**src/ssp_pkg.sv**
```systemverilog
// ssp_pkg: constants for the synthesizer serial programming port
// assumes: single 200 MHz system clock; serial word layout fixed at 24 bits
package ssp_pkg;
   // ****************************************
   // word layout
   // ****************************************
   localparam int WORD_BITS = 24;
   localparam int ADDR_BITS = 8;
   localparam int DATA_BITS = 16;
   localparam int DATA_MSB  = 15;
   localparam int CNT_BITS  = 5;
   localparam logic [CNT_BITS-1:0] WORD_CNT = 5'h18;
   // ****************************************
   // addresses of the three programming words
   // ****************************************
   localparam logic [7:0] ADDR_SBAND = 8'h01;
   localparam logic [7:0] ADDR_UHF   = 8'h02;
   localparam logic [7:0] ADDR_SEL   = 8'h03;
   // ****************************************
   // field layout of a synthesizer word
   // ****************************************
   localparam int FRAC_LSB = 0;
   localparam int FRAC_W   = 5;
   localparam int SWAL_LSB = 5;
   localparam int SWAL_W   = 3;
   localparam int INT_LSB  = 8;
   localparam int INT_W    = 8;
   localparam logic [FRAC_W-1:0] FRAC_MAX = 5'h11;
   // ****************************************
   // select word bits
   // ****************************************
   localparam int EDGE_BIT = 0;
   localparam int FILT_BIT = 1;
   // ****************************************
   // reset values and frequency constants
   // ****************************************
   localparam logic [DATA_BITS-1:0] WORD_RST = 16'h0000;
   localparam int MUL_INT   = 8;
   localparam int INT_OFS   = 3;
   localparam int FRAC_DIV  = 18;
   localparam int UHF_DIV   = 8;
   localparam int REF_KHZ   = 18000;
   localparam int SBAND_STEP_KHZ = 1000;
   localparam int UHF_STEP_KHZ   = 125;
   localparam int DIV_W     = 16;
endpackage : ssp_pkg

```
**src/ssp_port.sv**
```systemverilog
// ssp_port: three-wire serial programming port for two fractional synthesizers
// assumes: serial pins asynchronous to sys_clk, far slower than 200 MHz
`timescale 1ns/10ps
module ssp_port
   import ssp_pkg::*;
#(
   parameter int REF_FREQ_KHZ = REF_KHZ
) (
   input  wire logic                 sys_clk,
   input  wire logic                 rst_n,
   input  wire logic                 ser_clk,
   input  wire logic                 ser_data,
   input  wire logic                 ser_en_n,
   output logic                      edge_polarity_select,
   output logic                      filter_path_select,
   output logic [DIV_W-1:0]          sband_ratio_x144,
   output logic [DIV_W-1:0]          uhf_ratio_x144,
   output logic                      uhf_ref_half,
   output logic [DIV_W-1:0]          sband_step_khz,
   output logic [DIV_W-1:0]          uhf_step_khz,
   output logic                      config_done,
   output logic                      frac_error
);
   // ****************************************
   // pin synchronisers, reset to idle high
   // ****************************************
   logic [2:0] s1_q;
   logic [2:0] s2_q;
   logic       clk_prev_q;
   always_ff @(posedge sys_clk) begin
      if (!rst_n) begin
         s1_q       <= 3'h7;
         s2_q       <= 3'h7;
         clk_prev_q <= 1'b1;
      end else begin
         s1_q       <= {ser_en_n, ser_data, ser_clk};
         s2_q       <= s1_q;
         clk_prev_q <= s2_q[0];
      end
   end
   // ****************************************
   // synchronised pins and clock edge
   // ****************************************
   wire clk_s  = s2_q[0];
   wire data_s = s2_q[1];
   wire en_act = ~s2_q[2];
   wire rise   = clk_s & ~clk_prev_q;
   // ****************************************
   // shift register
   // ****************************************
   logic [WORD_BITS-1:0] shift_q;
   logic [CNT_BITS-1:0]  cnt_q;
   logic                 en_prev_q;
   wire                  latch = en_prev_q & ~en_act;
   wire                  full  = (cnt_q == WORD_CNT);
   wire                  spent = (cnt_q > WORD_CNT);
   wire                  apply = latch & full;
   wire [ADDR_BITS-1:0]  w_addr = shift_q[WORD_BITS-1 -: ADDR_BITS];
   wire [DATA_BITS-1:0]  w_data = shift_q[DATA_MSB:0];
   always_ff @(posedge sys_clk) begin
      if (!rst_n) begin
         shift_q <= '0;
      end else if (en_act && rise) begin
         shift_q <= {shift_q[WORD_BITS-2:0], data_s};
      end
   end
   // ****************************************
   // bit counter, held once past a full word
   // ****************************************
   always_ff @(posedge sys_clk) begin
      if (!rst_n) begin
         cnt_q <= '0;
      end else if (!en_act) begin
         cnt_q <= '0;
      end else if (rise && !spent) begin
         cnt_q <= cnt_q + 5'h01;
      end
   end
   // ****************************************
   // latch enable edge
   // ****************************************
   always_ff @(posedge sys_clk) begin
      if (!rst_n) begin
         en_prev_q <= 1'b0;
      end else begin
         en_prev_q <= en_act;
      end
   end
   // ****************************************
   // word decode and storage
   // ****************************************
   wire                  wr_sband = apply & (w_addr == ADDR_SBAND);
   wire                  wr_uhf   = apply & (w_addr == ADDR_UHF);
   wire                  wr_sel   = apply & (w_addr == ADDR_SEL);
   wire [2:0]            wr_hit   = {wr_sel, wr_uhf, wr_sband};
   logic [DATA_BITS-1:0] sband_q;
   logic [DATA_BITS-1:0] uhf_q;
   logic [DATA_BITS-1:0] sel_q;
   logic [2:0]           seen_q;
   always_ff @(posedge sys_clk) begin
      if (!rst_n) begin
         sband_q <= WORD_RST;
      end else if (wr_sband) begin
         sband_q <= w_data;
      end
   end
   always_ff @(posedge sys_clk) begin
      if (!rst_n) begin
         uhf_q <= WORD_RST;
      end else if (wr_uhf) begin
         uhf_q <= w_data;
      end
   end
   always_ff @(posedge sys_clk) begin
      if (!rst_n) begin
         sel_q <= WORD_RST;
      end else if (wr_sel) begin
         sel_q <= w_data;
      end
   end
   // ****************************************
   // words seen since reset
   // ****************************************
   always_ff @(posedge sys_clk) begin
      if (!rst_n) begin
         seen_q <= 3'h0;
      end else begin
         seen_q <= seen_q | wr_hit;
      end
   end
   // ****************************************
   // divider ratio, scaled by 18 to stay integer
   // ****************************************
   function automatic logic [DIV_W-1:0] ratio_x18(input logic [DATA_BITS-1:0] w);
      logic [31:0] n;
      logic [31:0] s;
      logic [31:0] f;
      n = 32'(w[INT_LSB +: INT_W]);
      s = 32'(w[SWAL_LSB +: SWAL_W]);
      f = 32'(w[FRAC_LSB +: FRAC_W]);
      ratio_x18 = DIV_W'(FRAC_DIV * (MUL_INT * (n + INT_OFS) - s) - f);
   endfunction : ratio_x18
   // ****************************************
   // fraction range check
   // ****************************************
   function automatic logic frac_bad(input logic [DATA_BITS-1:0] w);
      frac_bad = w[FRAC_LSB +: FRAC_W] > FRAC_MAX;
   endfunction : frac_bad
   // ****************************************
   // decoded ratios of the stored words
   // ****************************************
   wire [DIV_W-1:0] sb_r  = ratio_x18(sband_q);
   wire [DIV_W-1:0] uh_r  = ratio_x18(uhf_q);
   // ****************************************
   // step sizes against the reference
   // ****************************************
   wire [31:0]      sb_st = (SBAND_STEP_KHZ * REF_FREQ_KHZ) / REF_KHZ;
   wire [31:0]      uh_st = (UHF_STEP_KHZ * REF_FREQ_KHZ) / REF_KHZ;
   // ****************************************
   // select bits
   // ****************************************
   always_ff @(posedge sys_clk) begin
      if (!rst_n) begin
         edge_polarity_select <= 1'b0;
         filter_path_select   <= 1'b0;
      end else begin
         edge_polarity_select <= sel_q[EDGE_BIT];
         filter_path_select   <= sel_q[FILT_BIT];
      end
   end
   // ****************************************
   // divider ratios
   // ****************************************
   always_ff @(posedge sys_clk) begin
      if (!rst_n) begin
         sband_ratio_x144 <= '0;
         uhf_ratio_x144   <= '0;
      end else begin
         sband_ratio_x144 <= DIV_W'(sb_r * 16'(UHF_DIV));
         uhf_ratio_x144   <= uh_r;
      end
   end
   // ****************************************
   // reference flag and step sizes
   // ****************************************
   always_ff @(posedge sys_clk) begin
      if (!rst_n) begin
         uhf_ref_half   <= 1'b0;
         sband_step_khz <= '0;
         uhf_step_khz   <= '0;
      end else begin
         uhf_ref_half   <= 1'b1;
         sband_step_khz <= DIV_W'(sb_st);
         uhf_step_khz   <= DIV_W'(uh_st);
      end
   end
   // ****************************************
   // status flags
   // ****************************************
   always_ff @(posedge sys_clk) begin
      if (!rst_n) begin
         config_done <= 1'b0;
         frac_error  <= 1'b0;
      end else begin
         config_done <= &seen_q;
         frac_error  <= frac_bad(sband_q) | frac_bad(uhf_q);
      end
   end
endmodule : ssp_port

```
**config.mk**
```make
export PLATFORM = sky130hd
export DESIGN_NAME = ssp_port
export DESIGN_NICKNAME = d
export VERILOG_FILES = /design/src/ssp_pkg.sv /design/src/ssp_port.sv
export SDC_FILE = /design/constraint.sdc
export NUM_CORES = 1
export LEC_CHECK = 0
export BUFFER_PORTS_ARGS = -buffer_cell sky130_fd_sc_hd__buf_4
export CELL_PAD_IN_SITES_DETAIL_PLACEMENT = 0
export CELL_PAD_IN_SITES_GLOBAL_PLACEMENT = 1
export CORE_AREA = 2 2 167 87
export CTS_BUF_LIST = sky130_fd_sc_hd__clkbuf_16
export DETAILED_ROUTE_END_ITERATION = 8
export DIE_AREA = 0 0 169 89
export PLACE_DENSITY = 0.88
export SLEW_MARGIN = 10
export SYNTH_ARGS = -nofsm -noshare
export SYNTH_HDL_FRONTEND = slang
export SYNTH_SLANG_ARGS = --single-unit
```
**constraint.sdc**
```tcl
create_clock -name sys_clk -period 7.9 [get_ports sys_clk]
set_input_delay 0.79 -clock sys_clk [delete_from_list [all_inputs] [get_ports sys_clk]]
set_output_delay 0.79 -clock sys_clk [all_outputs]
set_load 0.01 [all_outputs]
```
==> impl_metrics.csv <==
group,metric,value,unit
cells_and_area,final_cells,941,
global_route,grt_usage,15.6,%
cells_and_area,final_util,52.2,%
clock_tree,cts_buffers,9,
power_and_ir_drop,clkPwrFrac,43.7,%
logic_synthesis,yosys.area.top_type_share,33.8,%
timing,skew,0.0119,ns
timing,final.setup.tns,0,ns
floorplanning,std_cell_rows,30,
cells_and_area,layout_commonest_cell,"dfxtp_1",
power_and_ir_drop,ir_worst_vdd,0.102,mV
drt,wl_met3,517,microns
logic_synthesis,synth.largest_area_cell,"dfxtp_1",
logic_synthesis,synth_edf_count,0,
clock_tree,post-cts-setup-buffer-count,0,
timing,min_period,4.54,ns
cells_and_area,fin_nets,822,
power_and_ir_drop,power_frac_seq,53.2,%
cells_and_area,design_area,7010,sq um
cells_and_area,antenna_cells,0,
placed_design,hpwl,8.58,mm
logic_synthesis,synthesis.area,6390,sq um
logic_synthesis,synthCells,739,
clock_tree,clkTransAtPathRegs,0.08,ns
worst_setup_path,slowest_delay,0.53,ns
worst_setup_path,crit_family,"simple AND/OR/NAND/NOR gates",
logic_synthesis,synth.top_cells.by_area,"dfxtp_1 34%, ha_1 10%, nand2_1 6.0%",
power_and_ir_drop,p_leak,2.92,nW
drt,drt.antenna.violating_nets,0,
clock_tree,root_buffer,"clkbuf_16",
drt,drc,0,
worst_setup_path,path_cells,"inv_1 -> ha_1 -> xor2_1 -> nor2b_1 -> nand2_1 -> o21ai_0 -> o21ai_0 -> xor2_1 -> ha_1 -> ha_1 -> a2111oi_0 -> o21ai_0 -> nand2_1 -> xor2_1 -> nor4b_1 -> xnor2_1 -> and2_1",
drt,maxUsedRoutingLayer,"met4",
logic_synthesis,ys_seq_elements,108,
placed_design,place.gp.congestion,0.800,
timing,slew_headroom,26.3,%
drt,routed_wl,11.5,mm
power_and_ir_drop,switching_share,23.8,%
worst_setup_path,cp_data_required_time,8.15,ns
placed_design,io_buffers,50,
floorplanning,initial_utilization,47.6,%
floorplanning,dieArea,15000,sq um
worst_hold_path,hold_path_class,"reg2reg",
floorplanning,die_w,169,microns
power_and_ir_drop,p_sw,0.000246,W
timing,fmax,221,MHz
timing,setup_viol,0,
drt,drt-met1-wl,6.08,mm
global_route,grt_max_degree,105,
logic_synthesis,async_reset_ff_share,0,%
cells_and_area,area_growth,9.65,%
clock_tree,cts_resized,0,
worst_setup_path,startpoint_type,"flip-flop",
clock_tree,cts.path.max_buffers,2,
job,maxCapViolCount,0,
worst_setup_path,cp_slowest_cell,"dfxtp_1",
clock_tree,ctsHoldBuffers,0,
logic_synthesis,yosysWarnings,0,
placed_design,post-place-cells,925,
worst_setup_path,path_buf_inv,1,
placed_design,post_dp_cell_area,6710,sq um
drt,wl_per_cell,12.2,microns
power_and_ir_drop,p_per_area,147,nW/um^2
cells_and_area,final_cell_mix,"108 x dfxtp_1, 102 x nand2_1, 53 x ha_1",
drt,dr.pass1.iters,5,
timing,hold_viol_final,0,
worst_setup_path,critPathArrivalTime,4.79,ns
drt,wl_met2,4.78,mm
logic_synthesis,synth_flop_cell,"dfxtp_1",
global_route,grt.overflow.total,0,
global_route,grt_first_pass_wirelength,18.9,mm
timing,post-route-period-util,57.4,%
worst_setup_path,end_kind,"flip-flop",
worst_setup_path,worstPathMaxFanout,11,
logic_synthesis,ys_types,60,
global_route,antenna_found_initial,0,
clock_tree,h-tree-depth,3,
timing,tightest_slew,1.10,ns
power_and_ir_drop,internal-power,0.000788,W
drt,via_count,4681,
floorplanning,ios,74,
power_and_ir_drop,comb_power_share,3.1,%
clock_tree,insertion_delay,0.36,ns
floorplanning,die_y,89,microns
timing,rsz0062_at_grt,"no",
global_route,grt_pass1_vias,4013,
timing,slew_violations,0,
cells_and_area,drive_gt1_share,10.2,%
worst_setup_path,critPathKind,"reg2reg",
status,outcome,"completed",
clock_tree,clock-sinks,108,
floorplanning,coreArea,13400,sq um
logic_synthesis,yosysSeqAreaShare,33.8,%
drt,drt-initial-drc-count,261,
drt,vias_per_cell,4.97,
logic_synthesis,synth.avg_cell_area,8.65,sq um
clock_tree,cts_tree,"done",
[cell families (layout without fill, tap and decap cells)]
logic type	count (synthesis)	after routing	share of synthesized area, %
multiplexers	23	23	3.62
AND/OR/NAND/NOR	275	275	21.5
XOR/XNOR	59	59	8.63
adder cells (fa/ha/maj)	57	57	11.6
buffers and inverters	97	101	7.81
flip-flops	108	108	33.8
AO/OA/AOI/OAI	119	119	13.0
other	1	23	0.0587
[synth_stat cells (2+ instances only)]
| cell | n |
|---|---|
| a211oi_1 | 2 |
| a21boi_0 | 46 |
| a21o_1 | 4 |
| a21oi_1 | 15 |
| a31oi_1 | 2 |
| a41oi_1 | 2 |
| and2_1 | 20 |
| and3_1 | 4 |
| and3b_1 | 2 |
| buf_2 | 3 |
| buf_4 | 35 |
| clkbuf_1 | 25 |
| dfxtp_1 | 108 |
| fa_1 | 4 |
| ha_1 | 53 |
| inv_1 | 34 |
| mux2i_1 | 22 |
| nand2_1 | 102 |
| nand2b_1 | 22 |
| nand3_1 | 18 |
| nand4_1 | 3 |
| nand4b_1 | 2 |
| nor2_1 | 38 |
| nor2b_1 | 33 |
| nor3_1 | 11 |
| nor3b_1 | 5 |
| nor4_1 | 2 |
| o21a_1 | 9 |
| o21ai_0 | 21 |
| o2bb2ai_1 | 2 |
| o31ai_1 | 3 |
| or2_2 | 4 |
| xnor2_1 | 32 |
| xnor3_1 | 2 |
| xor2_1 | 24 |
[power by group through the flow]
stage | logic (W) | clock network [W] | registers [W]
detailed placement | 0.0000326 | 0 | 0.000563
global route | 0.0000356 | 0.000489 | 0.000551
CTS | 0.0000327 | 0.000464 | 0.000550
floorplan | 0.0000322 | 0 | 0.000564
global placement | 0.0000325 | 0 | 0.000563
finish | 0.0000324 | 0.000451 | 0.000550
[final cells by class]
type	count	area (sq um)
Timing Repair Buffer	51	383
Sequential cell	108	2160
Clock buffer	9	225
Tap cell	176	220
Multi-Input combinational cell	556	3810
Fill cell	1283	6430
Clock inverter	7	77.6
Inverter	34	128
[path summary, 6_finish.rpt]
check | from | endpoint | slack, ns | depth (start not counted)
worst min register to register | s1_q[0] | s2_q[0] | 0.41 | 1
worst max register to register | uhf_q[8] | uhf_ratio_x144[14] | 3.36 | 17
worst max-delay path | uhf_q[8] | uhf_ratio_x144[14] | 3.36 | 17
worst min-delay path | s1_q[0] | s2_q[0] | 0.41 | 1
[state kept, by name, indices dropped and copies added, names as in the netlist]
name / cells
shift_q: 24
sband_q: 16
uhf_q: 16
uhf_ratio_x144: 16
sband_ratio_x144: 13
cnt_q: 5
s1_q: 3
s2_q: 3
seen_q: 3
sel_q: 2
clk_prev_q: 1
config_done: 1
edge_polarity_select: 1
en_prev_q: 1
filter_path_select: 1
frac_error: 1
uhf_step_khz: 1
[routing by layer]
metal | up-vias | global-route usage (%)
met3 | 10 | 4.25
met1 | 2129 | 21.6
met4 | 0 | 4.04
li1 | 2456 | -
met2 | 86 | 24.5
met5 | - | 0
[per-stage QoR]
step	hold WS (ns)	total power [W]	worst slack, ns
6_report	0.410	0.00103	3.36
3_5_place_dp	0.396	0.000595	3.41
4_1_cts	0.415	0.00105	3.39
2_1_floorplan	0.386	0.000596	3.76
3_3_place_gp	0.392	0.000595	3.62
5_1_grt	0.426	0.00107	2.95
Power figures use the tool's default switching activity.
